### config.mk
export PLATFORM = sky130hd
export DESIGN_NAME = spcb_core
export DESIGN_NICKNAME = d
export VERILOG_FILES = /design/src/rtl/spcb_core.v
export VERILOG_INCLUDE_DIRS = /design/src /design/src/rtl
export SDC_FILE = /design/constraint.sdc
export NUM_CORES = 1
export LEC_CHECK = 0
export BUFFER_PORTS_ARGS = -buffer_cell sky130_fd_sc_hd__buf_4
export CAP_MARGIN = 40
export CELL_PAD_IN_SITES_DETAIL_PLACEMENT = 2
export CELL_PAD_IN_SITES_GLOBAL_PLACEMENT = 2
export CORE_ASPECT_RATIO = 0.75
export CORE_MARGIN = 10
export CORE_UTILIZATION = 43
export CTS_BUF_LIST = sky130_fd_sc_hd__clkbuf_16
export CTS_CLUSTER_DIAMETER = 150
export DETAILED_ROUTE_END_ITERATION = 10
export PLACE_DENSITY = 0.82
export SETUP_SLACK_MARGIN = 0.5
export SKIP_CTS_REPAIR_TIMING = 1
export SYNTH_ARGS = -nofsm -noshare
export SYNTH_HDL_FRONTEND = slang
export SYNTH_HIERARCHICAL = 1
export SYNTH_SLANG_ARGS = --single-unit
### constraint.sdc
create_clock -name clock -period 5.9 [get_ports clock]
set_input_delay 0.59 -clock clock [delete_from_list [all_inputs] [get_ports clock]]
set_output_delay 0.59 -clock clock [all_outputs]
set_load 0.01 [all_outputs]
### src/rtl/spcb_map.vh
// constants of the serial port control and buffer block
// assumes 32-bit apb; one register per aligned word
// How it works
// - reset zeroes the control register.
// - rx done sets by mode: bit 8, stop, ninth.
// - tx done sets after the last data bit.
// - rx bit nine holds ninth bit, or mode 1 stop.
// - modes 2/3 send tx bit nine.
// - rx enable gates reception, starts mode 0 rx.
// - mode 1 multiproc drops bad-stop frames.
// - modes 2/3 multiproc drop frames with ninth 0.
// - mode 0 clock divides by 12, or 4 if multiproc.
// - frame check on: top bit is sticky frame error.
// - frame check on: top bit writes keep the mode.
// - reset zeroes the rx buffer and empties the tx fifo.
// - one address: write tx buffer, read rx buffer.
// - frame check enable picks top bit role.
// - baud double: 16x or 32x, else 64x.
// - irq from done flags only while enabled.
`ifndef SPCB_MAP_VH
`define SPCB_MAP_VH
// register indices; byte address is four times the index
`define SPCB_IDX_CTRL    8'h06
`define SPCB_IDX_BUF     8'h07
`define SPCB_IDX_MODE    8'h08
`define SPCB_IDX_PHASE   8'h09
`define SPCB_ADDR_CTRL   (`SPCB_IDX_CTRL << 2)
`define SPCB_ADDR_BUF    (`SPCB_IDX_BUF << 2)
`define SPCB_ADDR_MODE   (`SPCB_IDX_MODE << 2)
`define SPCB_ADDR_PHASE  (`SPCB_IDX_PHASE << 2)
// control register fields
`define SPCB_CTL_RXDONE  0
`define SPCB_CTL_TXDONE  1
`define SPCB_CTL_RXB9    2
`define SPCB_CTL_TXB9    3
`define SPCB_CTL_RXEN    4
`define SPCB_CTL_MPSEL   5
`define SPCB_CTL_MODELO  6
`define SPCB_CTL_MODEHI  7
// mode extension register fields
`define SPCB_MX_FCHK     0
`define SPCB_MX_BDBL     1
`define SPCB_MX_IRQEN    2
`define SPCB_RST_CTRL    8'h00
`define SPCB_RST_BUF     8'h00
`define SPCB_RST_MODE    3'h0
`define SPCB_RST_PHASE   16'h0000
// modes
`define SPCB_MODE_SYNC   2'b00
`define SPCB_MODE_A8     2'b01
`define SPCB_MODE_A9F    2'b10
`define SPCB_MODE_A9V    2'b11
// rate divisors in system clocks or baud ticks
`define SPCB_M0_DIV_SLOW 24'h00000C
`define SPCB_M0_DIV_FAST 24'h000004
`define SPCB_M2_DIV_FAST 24'h000020
`define SPCB_M2_DIV_SLOW 24'h000040
`endif

### src/rtl/spcb_core.v
// serial port block: apb registers, tx fifo, shifters
// assumes one clock, sync active-low reset, async rxd pin
//
// The APB slave port was left to the implementer.
`timescale 1ns/1ns
`include "spcb_map.vh"

// transmit fifo; the writer stalls on in_ready low
module spcb_fifo #(
    parameter W  = 8,
    parameter D  = 16,
    parameter AW = 4
) (
    input  wire         clock,
    input  wire         rst_n,
    input  wire         ce,
    input  wire         in_valid,
    output wire         in_ready,
    input  wire [W-1:0] in_data,
    output wire         out_valid,
    input  wire         out_ready,
    output wire [W-1:0] out_data
);
    reg [W-1:0] mem [0:D-1];
    reg [AW:0]  wr_q;
    reg [AW:0]  rd_q;
    wire        full  = (wr_q[AW] != rd_q[AW]) &&
                        (wr_q[AW-1:0] == rd_q[AW-1:0]);
    wire        empty = (wr_q == rd_q);
    assign in_ready  = !full;
    assign out_valid = !empty;
    assign out_data  = mem[rd_q[AW-1:0]];
    // pointers carry a wrap bit so full and empty stay distinct
    always @(posedge clock)
    begin
        if (!rst_n)
        begin
            wr_q <= {(AW+1){1'b0}};
            rd_q <= {(AW+1){1'b0}};
        end
        else if (ce)
        begin
            if (in_valid && !full)
            begin
                mem[wr_q[AW-1:0]] <= in_data;
                wr_q <= wr_q + 1'b1;
            end
            if (out_ready && !empty)
                rd_q <= rd_q + 1'b1;
        end
    end
endmodule

module spcb_core #(
    parameter DEPTH = 16
) (
    input  wire        clock,
    input  wire        rst_n,
    input  wire        ce,
    input  wire        psel,
    input  wire        penable,
    input  wire        pwrite,
    input  wire [7:0]  paddr,
    input  wire [31:0] pwdata,
    output reg  [31:0] prdata,
    output reg         pready,
    output reg         pslverr,
    output reg         txd,
    input  wire        rxd_in,
    output reg         rxd_out,
    output reg         rxd_oe,
    output reg         irq
);
    localparam RX_IDLE  = 3'd0;
    localparam RX_START = 3'd1;
    localparam RX_DATA  = 3'd2;
    localparam RX_STOP  = 3'd3;
    localparam RX_SYNC  = 3'd4;

    // control, mode extension and phase registers
    reg        rx_done_flag_q, tx_done_flag_q, rx_bit_nine_q, tx_bit_nine_q;
    reg        rx_enable_q, multiproc_select_q, mode_select_low_q;
    reg        mode_select_high_q, frame_error_flag_q;
    reg        frame_check_enable_q, baud_double_select_q, port_irq_enable_q;
    reg [15:0] phase_q;
    reg [7:0]  rx_buf_q;
    // synchroniser and receiver
    reg        rx_meta_q, rx_sync_q, rx_prev_q;
    reg [2:0]  rx_st_q;
    reg [23:0] rx_cnt_q;
    reg [8:0]  rx_sh_q;
    reg [3:0]  rx_n_q;
    reg [1:0]  rx_mode_q;
    reg        rx_clk_q;
    // transmitter
    reg        tx_busy_q, tx_sync_q, tx_line_q;
    reg [9:0]  tx_sh_q;
    reg [3:0]  tx_left_q;
    reg [23:0] tx_cnt_q;

    wire [1:0] mode = {mode_select_high_q, mode_select_low_q};
    wire       acc  = psel && penable;
    wire       is_ctrl  = (paddr == `SPCB_ADDR_CTRL);
    wire       is_buf   = (paddr == `SPCB_ADDR_BUF);
    wire       is_mode  = (paddr == `SPCB_ADDR_MODE);
    wire       is_phase = (paddr == `SPCB_ADDR_PHASE);
    wire       hit      = is_ctrl || is_buf || is_mode || is_phase;
    wire       done     = acc && pready;
    wire       wr_ctrl  = done && pwrite && is_ctrl;
    wire       wr_mode  = done && pwrite && is_mode;
    wire       wr_phase = done && pwrite && is_phase;
    wire       wr_buf   = done && pwrite && is_buf;
    wire       fifo_in_ready;
    wire       fifo_out_valid;
    wire [7:0] fifo_out_data;
    wire       stall    = is_buf && pwrite && !fifo_in_ready;

    // top bit shows the error flag or the high mode bit
    wire       top_bit = frame_check_enable_q ? frame_error_flag_q
                                              : mode_select_high_q;
    wire [7:0] ctrl_rd = {top_bit, mode_select_low_q, multiproc_select_q,
                          rx_enable_q, tx_bit_nine_q, rx_bit_nine_q,
                          tx_done_flag_q, rx_done_flag_q};
    reg [31:0] rd_mux;
    always @*
    begin
        rd_mux = 32'h0;
        if (is_ctrl)
            rd_mux = {24'h0, ctrl_rd};
        else if (is_buf)
            rd_mux = {24'h0, rx_buf_q};
        else if (is_mode)
            rd_mux = {29'h0, port_irq_enable_q,
                      baud_double_select_q, frame_check_enable_q};
        else if (is_phase)
            rd_mux = {16'h0000, phase_q};
    end

    // bit times: mode 2 in system clocks, modes 1 and 3 in baud ticks
    wire [23:0] ph1    = {8'h00, phase_q} + 24'h1;
    wire [23:0] m13per = baud_double_select_q
                       ? {ph1[19:0], 4'h0} : {ph1[17:0], 6'h00};
    wire [23:0] m2per  = baud_double_select_q
                       ? `SPCB_M2_DIV_FAST : `SPCB_M2_DIV_SLOW;
    wire [23:0] bitper = (mode == `SPCB_MODE_A9F) ? m2per : m13per;
    wire [23:0] m0per  = multiproc_select_q
                       ? `SPCB_M0_DIV_FAST : `SPCB_M0_DIV_SLOW;
    wire [23:0] m0half = {1'b0, m0per[23:1]};

    // mode 0 shares the data pin, so directions exclude
    wire tx_go = !tx_busy_q && fifo_out_valid && (rx_st_q != RX_SYNC);
    wire rx_m0_go = rx_enable_q && (mode == `SPCB_MODE_SYNC) &&
                    !rx_done_flag_q && !tx_busy_q && !fifo_out_valid &&
                    (rx_st_q == RX_IDLE);

    spcb_fifo #(
        .W  (8),
        .D  (DEPTH),
        .AW (4)
    ) u_txq (
        .clock     (clock),
        .rst_n     (rst_n),
        .ce        (ce),
        .in_valid  (wr_buf),
        .in_ready  (fifo_in_ready),
        .in_data   (pwdata[7:0]),
        .out_valid (fifo_out_valid),
        .out_ready (tx_go),
        .out_data  (fifo_out_data)
    );

    // answer one cycle into access; a full fifo holds it off
    always @(posedge clock)
    begin
        if (!rst_n)
        begin
            pready  <= 1'b0;
            prdata  <= 32'h0;
            pslverr <= 1'b0;
        end
        else if (ce)
        begin
            if (acc && !pready && !stall)
            begin
                pready  <= 1'b1;
                prdata  <= pwrite ? 32'h0 : rd_mux;
                pslverr <= !hit;
            end
            else
            begin
                pready  <= 1'b0;
                pslverr <= 1'b0;
            end
        end
    end

    // hardware events from the shifters
    reg       ri_set, ti_set, fe_set, rb8_ld, rb8_val, buf_ld;
    reg [7:0] buf_val;
    wire      tick_tx = tx_busy_q && (tx_cnt_q == 24'h0);
    always @*
    begin
        ti_set = tick_tx &&
                 (tx_sync_q ? (tx_left_q == 4'h0)
                            : (tx_left_q == 4'h1));
    end

    // control bits: hardware set wins over software clear
    always @(posedge clock)
    begin
        if (!rst_n)
        begin
            {mode_select_high_q, mode_select_low_q, multiproc_select_q,
             rx_enable_q, tx_bit_nine_q, rx_bit_nine_q, tx_done_flag_q,
             rx_done_flag_q} <= `SPCB_RST_CTRL;
            frame_error_flag_q <= 1'b0;
            {port_irq_enable_q, baud_double_select_q,
             frame_check_enable_q} <= `SPCB_RST_MODE;
            phase_q  <= `SPCB_RST_PHASE;
            irq      <= 1'b0;
        end
        else if (ce)
        begin
            rx_done_flag_q <= ri_set | (wr_ctrl ? pwdata[`SPCB_CTL_RXDONE]
                                                : rx_done_flag_q);
            tx_done_flag_q <= ti_set | (wr_ctrl ? pwdata[`SPCB_CTL_TXDONE]
                                                : tx_done_flag_q);
            rx_bit_nine_q  <= rb8_ld ? rb8_val
                            : (wr_ctrl ? pwdata[`SPCB_CTL_RXB9]
                                       : rx_bit_nine_q);
            if (wr_ctrl)
            begin
                tx_bit_nine_q      <= pwdata[`SPCB_CTL_TXB9];
                rx_enable_q        <= pwdata[`SPCB_CTL_RXEN];
                multiproc_select_q <= pwdata[`SPCB_CTL_MPSEL];
                mode_select_low_q  <= pwdata[`SPCB_CTL_MODELO];
            end
            // mode bit frozen while top bit is the error flag
            if (wr_ctrl && !frame_check_enable_q)
                mode_select_high_q <= pwdata[`SPCB_CTL_MODEHI];
            frame_error_flag_q <= fe_set |
                ((wr_ctrl && frame_check_enable_q)
                 ? pwdata[`SPCB_CTL_MODEHI] : frame_error_flag_q);
            if (wr_mode)
            begin
                frame_check_enable_q <= pwdata[`SPCB_MX_FCHK];
                baud_double_select_q <= pwdata[`SPCB_MX_BDBL];
                port_irq_enable_q    <= pwdata[`SPCB_MX_IRQEN];
            end
            if (wr_phase)
                phase_q <= pwdata[15:0];
            irq <= port_irq_enable_q &&
                   (rx_done_flag_q || tx_done_flag_q);
        end
    end

    // transmitter: start, 8 data lsb first, ninth, stop; mode 1 ends on the ninth, mode 0 sends 8 data only
    always @(posedge clock)
    begin
        if (!rst_n)
        begin
            tx_busy_q <= 1'b0;
            tx_sync_q <= 1'b0;
            tx_line_q <= 1'b1;
            tx_sh_q   <= 10'h3FF;
            tx_left_q <= 4'h0;
            tx_cnt_q  <= 24'h0;
            rxd_out   <= 1'b1;
            rxd_oe    <= 1'b0;
        end
        else if (ce)
        begin
            if (tx_go)
            begin
                tx_busy_q <= 1'b1;
                if (mode == `SPCB_MODE_SYNC)
                begin
                    tx_sync_q <= 1'b1;
                    tx_sh_q   <= {3'h7, fifo_out_data[7:1]};
                    tx_left_q <= 4'h7;
                    tx_cnt_q  <= m0per - 24'h000001;
                    tx_line_q <= 1'b0;
                    rxd_out   <= fifo_out_data[0];
                    rxd_oe    <= 1'b1;
                end
                else
                begin
                    tx_sync_q <= 1'b0;
                    tx_sh_q   <= {1'b1, tx_bit_nine_q, fifo_out_data};
                    tx_left_q <= (mode == `SPCB_MODE_A8) ? 4'h9 : 4'hA;
                    tx_cnt_q  <= bitper - 24'h000001;
                    tx_line_q <= 1'b0;
                end
            end
            else if (tx_busy_q)
            begin
                if (tx_sync_q && tx_cnt_q == m0half)
                    tx_line_q <= 1'b1; // rising edge: far end samples
                if (tx_cnt_q != 24'h0)
                    tx_cnt_q <= tx_cnt_q - 24'h1;
                else if (tx_left_q == 4'h0)
                begin
                    tx_busy_q <= 1'b0;
                    tx_line_q <= 1'b1;
                    rxd_oe    <= 1'b0;
                    rxd_out   <= 1'b1;
                end
                else
                begin
                    tx_left_q <= tx_left_q - 4'h1;
                    tx_sh_q   <= {1'b1, tx_sh_q[9:1]};
                    if (tx_sync_q)
                    begin
                        rxd_out   <= tx_sh_q[0];
                        tx_line_q <= 1'b0;
                        tx_cnt_q  <= m0per - 24'h000001;
                    end
                    else
                    begin
                        tx_line_q <= tx_sh_q[0];
                        tx_cnt_q  <= bitper - 24'h000001;
                    end
                end
            end
        end
    end

    // pin driver: tx owns the line, mode 0 receive borrows the clock
    always @(posedge clock)
    begin
        if (!rst_n)
            txd <= 1'b1;
        else if (ce)
            txd <= tx_busy_q ? tx_line_q
                 : ((rx_st_q == RX_SYNC) ? rx_clk_q : 1'b1);
    end

    // rxd passes two flops, then a third for the start edge; the second and third are looked at
    always @(posedge clock)
    begin
        if (!rst_n)
        begin
            rx_meta_q <= 1'b1;
            rx_sync_q <= 1'b1;
            rx_prev_q <= 1'b1;
        end
        else if (ce)
        begin
            rx_meta_q <= rxd_in;
            rx_sync_q <= rx_meta_q;
            rx_prev_q <= rx_sync_q;
        end
    end

    // receiver decisions, one sample at mid bit
    wire [8:0] nsh   = {rx_sync_q, rx_sh_q[8:1]};
    wire       tick_rx = (rx_cnt_q == 24'h0);
    always @*
    begin
        ri_set  = 1'b0;
        fe_set  = 1'b0;
        rb8_ld  = 1'b0;
        rb8_val = 1'b0;
        buf_ld  = 1'b0;
        buf_val = rx_sh_q[8:1];
        if (rx_st_q == RX_SYNC && tick_rx && rx_n_q == 4'h8)
        begin
            ri_set = 1'b1;
            buf_ld = 1'b1;
        end
        else if (rx_st_q == RX_DATA && tick_rx && rx_n_q == 4'h8 &&
                 !(multiproc_select_q && !rx_sync_q))
        begin
            ri_set  = 1'b1;
            buf_ld  = 1'b1;
            buf_val = nsh[7:0];
            rb8_ld  = 1'b1;
            rb8_val = rx_sync_q;
        end
        else if (rx_st_q == RX_STOP && tick_rx)
        begin
            fe_set = frame_check_enable_q && !rx_sync_q;
            if (rx_mode_q == `SPCB_MODE_A8 &&
                !(multiproc_select_q && !rx_sync_q))
            begin
                ri_set  = 1'b1;
                buf_ld  = 1'b1;
                rb8_ld  = 1'b1;
                rb8_val = rx_sync_q;
            end
        end
    end

    // receiver sequence; clearing the enable drops a frame in flight
    always @(posedge clock)
    begin
        if (!rst_n)
        begin
            rx_st_q   <= RX_IDLE;
            rx_cnt_q  <= 24'h0;
            rx_sh_q   <= 9'h000;
            rx_n_q    <= 4'h0;
            rx_mode_q <= `SPCB_MODE_SYNC;
            rx_clk_q  <= 1'b1;
            rx_buf_q  <= `SPCB_RST_BUF;
        end
        else if (ce)
        begin
            if (buf_ld)
                rx_buf_q <= buf_val;
            if (rx_cnt_q != 24'h0)
                rx_cnt_q <= rx_cnt_q - 24'h1;
            case (rx_st_q)
            RX_IDLE:
            begin
                rx_n_q <= 4'h0;
                if (rx_m0_go)
                begin
                    rx_st_q  <= RX_SYNC;
                    rx_cnt_q <= m0per - 24'h000001;
                    rx_clk_q <= 1'b0;
                end
                else if (rx_enable_q && mode != `SPCB_MODE_SYNC &&
                         rx_prev_q && !rx_sync_q)
                begin
                    rx_st_q   <= RX_START;
                    rx_mode_q <= mode;
                    rx_cnt_q  <= {1'b0, bitper[23:1]};
                end
            end
            RX_START:
            begin
                if (!rx_enable_q)
                    rx_st_q <= RX_IDLE;
                else if (tick_rx)
                begin
                    // a start bit gone high by mid bit was a glitch
                    rx_st_q  <= rx_sync_q ? RX_IDLE : RX_DATA;
                    rx_cnt_q <= bitper - 24'h000001;
                end
            end
            RX_DATA:
            begin
                if (!rx_enable_q)
                    rx_st_q <= RX_IDLE;
                else if (tick_rx)
                begin
                    rx_sh_q  <= nsh;
                    rx_n_q   <= rx_n_q + 4'h1;
                    rx_cnt_q <= bitper - 24'h000001;
                    if (rx_n_q == ((rx_mode_q == `SPCB_MODE_A8)
                                   ? 4'h7 : 4'h8))
                        rx_st_q <= RX_STOP;
                end
            end
            RX_STOP:
            begin
                if (!rx_enable_q || tick_rx)
                    rx_st_q <= RX_IDLE;
            end
            RX_SYNC:
            begin
                if (!rx_enable_q)
                begin
                    rx_st_q  <= RX_IDLE;
                    rx_clk_q <= 1'b1;
                end
                else if (rx_cnt_q == m0half)
                begin
                    rx_clk_q <= 1'b1;
                    rx_sh_q  <= nsh;
                    rx_n_q   <= rx_n_q + 4'h1;
                end
                else if (tick_rx)
                begin
                    if (rx_n_q == 4'h8)
                        rx_st_q <= RX_IDLE;
                    else
                    begin
                        rx_clk_q <= 1'b0;
                        rx_cnt_q <= m0per - 24'h000001;
                    end
                end
            end
            default:
                rx_st_q <= RX_IDLE;
            endcase
        end
    end
endmodule

Word-level counts from Yosys, hierarchy flattened
Memory sizes are Yosys's and may differ from the RTL's. A register that Yosys moved wholly into a read port is not among the register bits.
Cells that the tools add are included.
{"block": "op_classes", "add_sub_neg": 9, "n_eq_ne": 40, "n_mux": 118, "n_bitwise": 4, "reduce_logical": 91}
{"op": "24-bit 2-to-1 mux", "count": 15}
{"op": "24-bit one-hot mux with 3 select lines", "count": 1}
{"op": "16-bit 2-to-1 mux", "count": 4}
{"op": "1-bit 2-to-1 mux", "count": 54}
{"op": "4-bit 2-to-1 mux", "count": 13}
{"op": "24-bit by 3-bit equality test with 1-bit output", "count": 2}
{"op": "24-bit logical NOT", "count": 2}
{"op": "24-bit nonzero test", "count": 2}
{"op": "24-bit by 1-bit subtractor with 24-bit output, second input constant", "count": 2}
{"op": "23-bit 2-to-1 mux", "count": 2}
{"op": "9-bit 2-to-1 mux", "count": 5}
{"op": "10-bit 2-to-1 mux", "count": 4}
{"op": "1-bit logical AND", "count": 39}
{"op": "3-bit 2-to-1 mux", "count": 12}
{"op": "32-bit 2-to-1 mux", "count": 1}
{"op": "23-bit by 1-bit subtractor with 24-bit output, second input constant", "count": 1}
{"op": "2-bit AND reduction", "count": 10}
{"op": "9-bit one-hot mux with 2 select lines", "count": 1}
{"op": "16-bit by 1-bit adder with 17-bit output, second input constant", "count": 1}
{"op": "8-bit by 5-bit equality test with 1-bit output, second input constant", "count": 2}
{"op": "8-bit by 6-bit equality test with 1-bit output, second input constant", "count": 2}
{"op": "3-bit by 2-bit != test with 1-bit output, second input constant", "count": 5}
{"op": "3-bit != test, second input constant", "count": 5}
{"op": "3-bit one-hot mux with 5 select lines", "count": 1}
{"op": "36 further kinds", "count": 76}
{"block": "word_totals", "regBits": 171, "ram_bits": 128, "out_inout_bits": 38, "n_memories": 1}
{"memory": "u_txq.mem", "words": 16, "width": 8, "rd": 1, "rd_clocked_by_memory_dff": 1, "wr": 1, "line_no": "spcb_core.v:24", "rtl": "reg [W-1:0] mem [0:D-1];"}

Longest topological paths before layout
Gate-level depths: netlist (run 1).
{"block": "logic_depth", "ltp_word": 10, "ltp_mapped": 14, "mapped_depth_nobuf": 11}

Cells and area by module
Netlist (run 1), hierarchy kept.
{"mod": "spcb_core", "n_inst": 1, "cells_each": 1228, "area_each_um2": 9281.4, "seq_area_each_um2": 2862.7}
{"mod": "spcb_fifo", "n_inst": 1, "cells_each": 287, "area_each_um2": 5813.1, "seq_area_each_um2": 4124.0}

Worst setup path after synthesis (run 1)
Ideal clock, no wire load.
{"block": "synth_timing", "path_kind": "input to register", "start": "in paddr[1]", "end": "mem u_txq.mem[0][0] (enable)", "setup_time_ps": 395, "arrival_ps": 3268, "required_time_ps": 5505, "path_slack_ps": 2238, "path_stages": 9, "n_path_buf": 3, "cell_sequence": "or4_1 -> nor3_1 -> clkbuf_1 -> and3_1 -> nand2_1 -> a21o_1 -> buf_2 -> buf_4 -> nor4_1"}
{"block": "synth_via", "elab_chain_len": 7}
{"element": "start, declared", "line_no": "spcb_core.v:63", "rtl": "input wire [7:0] paddr,"}
{"element": "8-bit by 5-bit equality test with 1-bit output (no line)"}
{"element": "1-bit logical AND", "line_no": "spcb_core.v:112", "rtl": "wire wr_buf = done && pwrite && is_buf;"}
{"element": "named net wr_buf", "line_no": "spcb_core.v:112"}
{"element": "1-bit logical AND", "line_no": "spcb_core.v:43", "rtl": "if (in_valid && !full)"}
{"element": "1-bit 2-to-1 mux", "line_no": "spcb_core.v:43"}
{"element": "1-bit 2-to-1 mux", "line_no": "spcb_core.v:41", "rtl": "else if (ce)"}
{"element": "1-bit 2-to-1 mux", "line_no": "spcb_core.v:36", "rtl": "if (!rst_n)"}
{"element": "1-bit 2-to-1 mux (not written as such)", "line_no": "spcb_core.v:45", "rtl": "mem[wr_q[AW-1:0]] <= in_data;"}
{"element": "end, declared", "line_no": "spcb_core.v:24"}
The timed path passes the listed nets, and every way through them passes these cells.

Worst setup path in the final report (run 1)
{"block": "layout_timing", "start": "reg u_txq.wr_q[3]", "end": "reg tx_left_q[2]"}
{"block": "layout_via", "elab_chain_len": 6, "word_cells_on_any_way": 9, "cone_classes": "eq/ne: 3; mux: 1; reduce/logical: 5"}
{"element": "start, declared", "line_no": "spcb_core.v:25", "rtl": "reg [AW:0] wr_q;"}
{"element": "start signal, assigned", "line_no": "spcb_core.v:38", "rtl": "wr_q <= {(AW+1){1'b0}};"}
{"element": "start signal, assigned", "line_no": "spcb_core.v:46", "rtl": "wr_q <= wr_q + 1'b1;"}
{"element": "5-bit equality test (*)", "line_no": "spcb_core.v:29", "rtl": "wire empty = (wr_q == rd_q);"}
{"element": "1-bit logical NOT (*)", "line_no": "spcb_core.v:31", "rtl": "assign out_valid = !empty;"}
{"element": "named net fifo_out_valid", "line_no": "spcb_core.v:114", "rtl": "wire fifo_out_valid;"}
{"element": "1-bit logical AND (*) (2 in a row)", "line_no": "spcb_core.v:151", "rtl": "wire tx_go = !tx_busy_q && fifo_out_valid && (rx_st_q != RX_SYNC);"}
{"element": "2-bit by 1-bit != test with 1-bit output (no line) or 2-bit nonzero test (tied branches)"}
{"element": "4-bit AND reduction (no line)"}
{"element": "end signal, assigned", "line_no": "spcb_core.v:290", "rtl": "tx_left_q <= (mode == `SPCB_MODE_A8) ? 4'h9 : 4'hA;"}
{"element": "end signal, assigned", "line_no": "spcb_core.v:310", "rtl": "tx_left_q <= tx_left_q - 4'h1;"}
{"element": "end, declared", "line_no": "spcb_core.v:98", "rtl": "reg [3:0] tx_left_q;"}
Mark *: on every way through the listed nets, which the timed path passes. The rest lies on a longest branch.
A chain may end at the register's enable or synchronous reset.

==> results of run 1 <==
==> layer usage <==
layer	wire, um	part of all wire	GRT usage	vias up
li1	-	-	-	5650
met1	25500	0.43	0.351	6619
met2	27600	0.47	0.433	554
met3	4150	0.070	0.0482	134
met4	2130	0.036	0.0898	0
met5	0	0	0	-
==> cell families after synthesis <==
group	share of synthesized area
multiplexers	0.0991
AND/OR/NAND/NOR	0.192
other	0.000248
adder cells (fa/ha/maj)	0.0156
XOR/XNOR	0.0215
AO/OA/AOI/OAI	0.152
flip-flops	0.463
buffers and inverters	0.0563
==> sequential cells by signal, indices dropped and copies added (netlist names), 2 cells and up, named ones only <==
signal and cells:
prdata 16, phase_q 16, u_txq/wr_q 5, tx_cnt_q 24, rx_st_q 3, rx_mode_q 2
rx_n_q 4, tx_left_q 4, rx_sh_q 8, rx_cnt_q 24, u_txq/rd_q 5, rx_buf_q 8
tx_sh_q 9, u_txq/mem 128
==> placed cells by master, fill, tap and decap left out, drive strengths merged, types with 18 or more instances in the layout <==
master | synthesis | routed
ha | 18 | 18
mux2i | 46 | 46
nor4 | 32 | 32
nand2 | 160 | 160
o211ai | 24 | 24
a21oi | 120 | 120
edfxtp | 128 | 128
a22oi | 21 | 21
nand2b | 19 | 19
mux4 | 40 | 40
nor2 | 135 | 135
nand3 | 47 | 47
nand4 | 19 | 19
dfxtp | 157 | 157
buf | 58 | 85
o21ai | 85 | 85
nor3 | 58 | 58
xnor2 | 22 | 22
inv | 35 | 38
clkbuf | 61 | 30
==> stage by stage <==
stage	util	total power [W]	area, um2
global placement	0.450	0.00233	15600
global route	0.485	0.00465	16800
floorplan	-	0.00226	15200
detailed placement	0.453	0.00235	15700
CTS	0.485	0.00454	16800
finish	0.485	0.00452	16800
==> critical path, delay by kind of cell (launching register included) <==
| family | cells | cell delay [ns] |
|---|---|---|
| buffers and inverters | 3 | 0.86 |
| AOI/OAI and AO/OA | 2 | 0.55 |
| and+or+nand+nor | 7 | 1.87 |
| DFF | 1 | 0.67 |
| xor gates and xnor gates | 1 | 0.26 |
==> layout make-up <==
type,instances,area [um2]
inverters,36,138
multi-input cells,1088,7320
repair buffers,87,694
clock buffers,30,751
clock inverters,26,369
fillers,3596,17900
flip-flops and latches,285,6990
well taps,457,572
==> power by group through the flow <==
stage	logic, W	registers [W]	clock network, W
finish	0.000222	0.00209	0.00221
global route	0.000241	0.00209	0.00231
CTS	0.000218	0.00209	0.00223
detailed placement	0.000213	0.00213	0
global placement	0.000195	0.00213	0
floorplan	0.000132	0.00213	0
==> worst paths after layout <==
kind	cells past startpoint	slack, ns	to
max	13	1.54	tx_left_q[2]$_SDFFE_PN0P_
min	3	0.24	rx_meta_q$_SDFFE_PN1P_
max reg2reg	13	1.54	tx_left_q[2]$_SDFFE_PN0P_
min reg2reg	1	0.48	txd$_SDFFE_PN1P_
==> impl_metrics.toml, run 1 <==
[outcome]
status = "completed"

[placed_design]
placed_cells = 1953
dp_hpwl_um = 39200
dp_slack_ns = 1.72
place_congestion = 0.874
io_buffers = 52

[critical_path]
end_kind = "flip-flop"
r2r-start = "u_txq/wr_q[3]$_SDFFE_PN0P_"
criticalPathCategory = "flip-flop to flip-flop"
arrival_ns = 4.82
cp_cell_sequence = "xor2_1 -> nor4_2 -> buf_4 -> nand2_1 -> nand2_1 -> or2_1 -> buf_4 -> inv_1 -> or2_2 -> nand3b_1 -> o21bai_1 -> a21oi_1 -> nor2_1"
cp_max_fo = 26
cp_slowest_stage_delay_ns = 0.73
required_ns = 6.36
setup.worst_path.start = "u_txq/wr_q[3]$_SDFFE_PN0P_"
slowest_stage = "nand3b_1"
startpoint_type = "flip-flop"

[yosys]
ys_warn_count = 6
synth_edf_count = 128
synth.area.top_cells = "edfxtp_1 25%, dfxtp_1 21%, mux4_1 4.2%"
synth.top_cell.area_share = 0.255
syn_area_um2 = 15100
synth-seq-cells = 285
async_reset_ff_frac = 0
post-synth-top-count-cell = "nand2_1"
synth.distinct_cells = 109
synth_area_per_cell_um2 = 9.96
seq_area_frac_synth = 0.463
synth_ff_type = "dfxtp_1"
synth.top_cells.by_count = "160 x nand2_1, 157 x dfxtp_1, 134 x nor2_1"
syn_inst = 1515
yosysTopAreaCell = "edfxtp_1"

[timing]
drv_slew = 0
max_freq_mhz = 229
relSlewSlack = 0.330
tightest_slew_ns = 0.999
fin_skew_ns = 0.0356
setup_ws_ns = 1.54
grt_setup_unrepaired = "no"
fin_setup_tns_ns = 0
finalCritPeriodShare = 0.739
finalCriticalPeriod_ns = 4.36
finalHoldViolCount = 0
setup_violations = 0
hold_ws_ns = 0.237

[floorplan]
die_w_um = 236
io_pins = 85
start_util = 0.435
die_h_um = 182
rows = 59
coreArea_um2 = 34700
dieArea_um2 = 43100

[clock_tree]
clockBufferDepth = 3
cts_tree = "yes"
cts_buffers = 30
clk_pin_slew_ns = 0.07
clock_sinks = 285
clk_latency_ns = 0.60
htreeDepth = 1
cts_root_buffer = "clkbuf_16"

[routing]
drtIter0Drc = 1356
avgRoutedWirePerCell_um = 29.5
drcViolationCount = 0
via_count = 13000
wirelength_um = 59400
viasPerCell = 6.45
drtPass1Iterations = 7
antenna_left = 0

[cells_and_area]
num_antenna_cells = 0
area_growth_syn_to_layout_pct = 11.5
layout-drive-gt1-share = 0.130
finalNonFillerCells = 2009
fin_nets = 1593

[worst_hold_path]
min-delay-start = "rxd_in"
hp-class = "input port to flip-flop"

[pwr]
leakage_nw = 5.82
powerDensity_nw_per_um2 = 269
pwr-share-comb = 0.049
power.switching_w = 0.00106
sw_frac_of_total = 0.235
ir_worst_vdd_mv = 0.258
power.internal_w = 0.00346
clkPwrFrac = 0.488
pwr-share-seq = 0.463

[global_route]
grt_max_degree = 76
grt_pass1_wl_um = 89400
gr-total-overflow = 0
grt.total_usage = 0.266
antenna_found_initial = 0
grt_pass1_vias = 13700

[flow_run]
cap_viol_max_count = 0
(Power assumes the default switching activity.)
==> inputs of run 2 (changes only) <==
--- a/config.mk
+++ b/config.mk
@@ -6,17 +6,18 @@
 export SDC_FILE = /design/constraint.sdc
 export NUM_CORES = 1
 export LEC_CHECK = 0
+export ABC_AREA = 1
 export BUFFER_PORTS_ARGS = -buffer_cell sky130_fd_sc_hd__buf_4
 export CAP_MARGIN = 40
 export CELL_PAD_IN_SITES_DETAIL_PLACEMENT = 2
 export CELL_PAD_IN_SITES_GLOBAL_PLACEMENT = 2
 export CORE_ASPECT_RATIO = 0.75
 export CORE_MARGIN = 10
-export CORE_UTILIZATION = 43
+export CORE_UTILIZATION = 33
 export CTS_BUF_LIST = sky130_fd_sc_hd__clkbuf_16
 export CTS_CLUSTER_DIAMETER = 150
 export DETAILED_ROUTE_END_ITERATION = 10
-export PLACE_DENSITY = 0.82
+export PLACE_DENSITY = 0.73
 export SETUP_SLACK_MARGIN = 0.5
 export SKIP_CTS_REPAIR_TIMING = 1
 export SYNTH_ARGS = -nofsm -noshare
==> constraint.sdc (replaced) <==
create_clock -name clock -period 3.6 [get_ports clock]
set_input_delay 0.36 -clock clock [delete_from_list [all_inputs] [get_ports clock]]
set_output_delay 0.36 -clock clock [all_outputs]
set_load 0.01 [all_outputs]
==> impl_metrics.toml, run 2 <==
[worst_hold_path]
holdPathStages = 3
hp-class = "input port to flip-flop"

[outcome]
status = "completed"

[pwr]
finalPower_w = 0.00742
leakage_nw = 6.84
powerDensity_nw_per_um2 = 425
ir_worst_vdd_mv = 0.264

[placed_design]
dp_hpwl_um = 42400
io_buffers = 52
place_congestion = 0.880

[routing]
antenna_left = 0
avgRoutedWirePerCell_um = 22.0
viasPerCell = 5.34
drcViolationCount = 0
drtPass1Iterations = 4
wirelength_um = 58300
drtIter0Drc = 988
via_count = 14200

[critical_path]
required_ns = 4.01
startpoint_type = "flip-flop"
crit_buf_inv = 4
cp_slowest_stage_delay_ns = 0.39
cp_cell_sequence = "inv_1 -> nand2_1 -> nand2_1 -> nor2_2 -> nand3_4 -> inv_1 -> nor3_2 -> buf_4 -> nand2_2 -> inv_1 -> nor3_2 -> o21ai_0 -> a21oi_1 -> o21ai_0"
worstRegToRegCells = 14
cp_max_fo = 11
slowest_stage = "dfxtp_1"
crit_cells = 14
arrival_ns = 3.19
cp_top_family = "simple AND/OR/NAND/NOR gates"
critical_path.most_common_cell = "inv_1"
criticalPathCategory = "flip-flop to flip-flop"
end_kind = "flip-flop"

[yosys]
synth.top_cell.area_share = 0.249
seq_area_frac_synth = 0.453
syn_inst = 1953
synth.area.top_cells = "edfxtp_1 25%, dfxtp_1 20%, nand2_1 8.1%"
ys_warn_count = 6
post-synth-top-count-cell = "nand2_1"
syn_area_um2 = 15400
async_reset_ff_frac = 0
synth-seq-cells = 285
synth_edf_count = 128
synth_area_per_cell_um2 = 7.89
synth.distinct_cells = 60
yosysTopAreaCell = "edfxtp_1"
synth.top_cells.by_count = "333 x nand2_1, 239 x nor2_1, 205 x o21ai_0"
synth_ff_type = "dfxtp_1"

[cells_and_area]
fin_nets = 2062
area_growth_syn_to_layout_pct = 13.4
final_cell_mix = "333 x nand2_1, 239 x nor2_1, 205 x o21ai_0"
multi_input_area_um2 = 7250
largest_reg_flops = 128
regArea_um2 = 6990
nFillCells = 5355
final_common_cell = "nand2_1"
num_antenna_cells = 0
layout-drive-gt1-share = 0.123

[clock_tree]
cts_tree = "yes"
clockBufferDepth = 3
cts_buffers = 34
clock_sinks = 285
clk_pin_slew_ns = 0.06
clk_latency_ns = 0.55
cts_root_buffer = "clkbuf_16"
htreeDepth = 2

[floorplan]
rows = 68
die_w_um = 270
io_pins = 85
die_h_um = 207
dieArea_um2 = 55800
start_util = 0.334
coreArea_um2 = 46100

[timing]
drv_slew = 0
finalCriticalPeriod_ns = 2.78
finalHoldViolCount = 0
finalCritPeriodShare = 0.773
max_freq_mhz = 359
setup_violations = 0
fin_skew_ns = 0.0192
fin_setup_tns_ns = 0
relSlewSlack = 0.483
grt_setup_unrepaired = "no"
tightest_slew_ns = 0.775

[global_route]
gr-total-overflow = 0
antenna_found_initial = 0
met1_usage = 0.282
grt_pass1_wl_um = 90600
grt_pass1_vias = 15100
grt_use_met3 = 0.0261
grt_use_met2 = 0.332
busiest_layer = "met2"
grt_max_degree = 68
grt.total_usage = 0.203

[flow_run]
cap_viol_max_count = 0
## run 2: cell families after synthesis
group | after synthesis | synth area share
other cells | 1 | 0.000243
xor+xnor | 34 | 0.0198
buf+inv | 286 | 0.0800
flops | 285 | 0.453
simple gates | 853 | 0.258
fa+ha+maj | 18 | 0.0146
compound gates | 476 | 0.174
## run 2: worst paths after layout
check	from	end	slack [ns]
worst max-delay path	u_txq/wr_q[1]$_SDFFE_PN0P_	rxd_out$_SDFFE_PN1P_	0.82
worst min-delay path	rxd_in	rx_meta_q$_SDFFE_PN1P_	0.04
worst max register to register	u_txq/wr_q[1]$_SDFFE_PN0P_	rxd_out$_SDFFE_PN1P_	0.82
worst min register to register	rx_n_q[2]$_SDFFE_PN0P_	rx_n_q[2]$_SDFFE_PN0P_	0.45
## run 2: cell type report
class	count	area share
multi-input cells	1397	0.415
flip-flops and latches	285	0.400
clock buffers	35	0.0501
well taps	630	0.0451
inverters	200	0.0433
repair buffers	79	0.0363
clock inverters	24	0.0103
## run 2: metal layers
metal,part of all wire,vias to the layer above
met5,0,-
met4,0.015,0
met3,0.031,58
met2,0.47,187
met1,0.49,7213
li1,-,6696
## run 2: power by group
group	switching (W)	internal, W
Clock	0.00147	0.00192
Combinational	0.000401	0.000170
Sequential	0.0000448	0.00342
## run 2: tightest hold or removal path, stage by stage
cell	delay [ns]
buf_4	0.08
nand2_1	0.04
nand3_1	0.06
## run 2: per-stage QoR
stage | cells | hold WS (ns) | util | cell area, um2 | setup slack (ns)
floorplan | 1968 | 0.412 | - | 15500 | 1.33
global placement | 2585 | 0.426 | 0.354 | 16300 | 0.862
detailed placement | 2587 | 0.434 | 0.355 | 16400 | 0.720
CTS | 2646 | 0.0141 | 0.378 | 17400 | 0.689
global route | 2650 | 0.0306 | 0.379 | 17500 | 0.553
finish | 2650 | 0.0351 | 0.379 | 17500 | 0.816
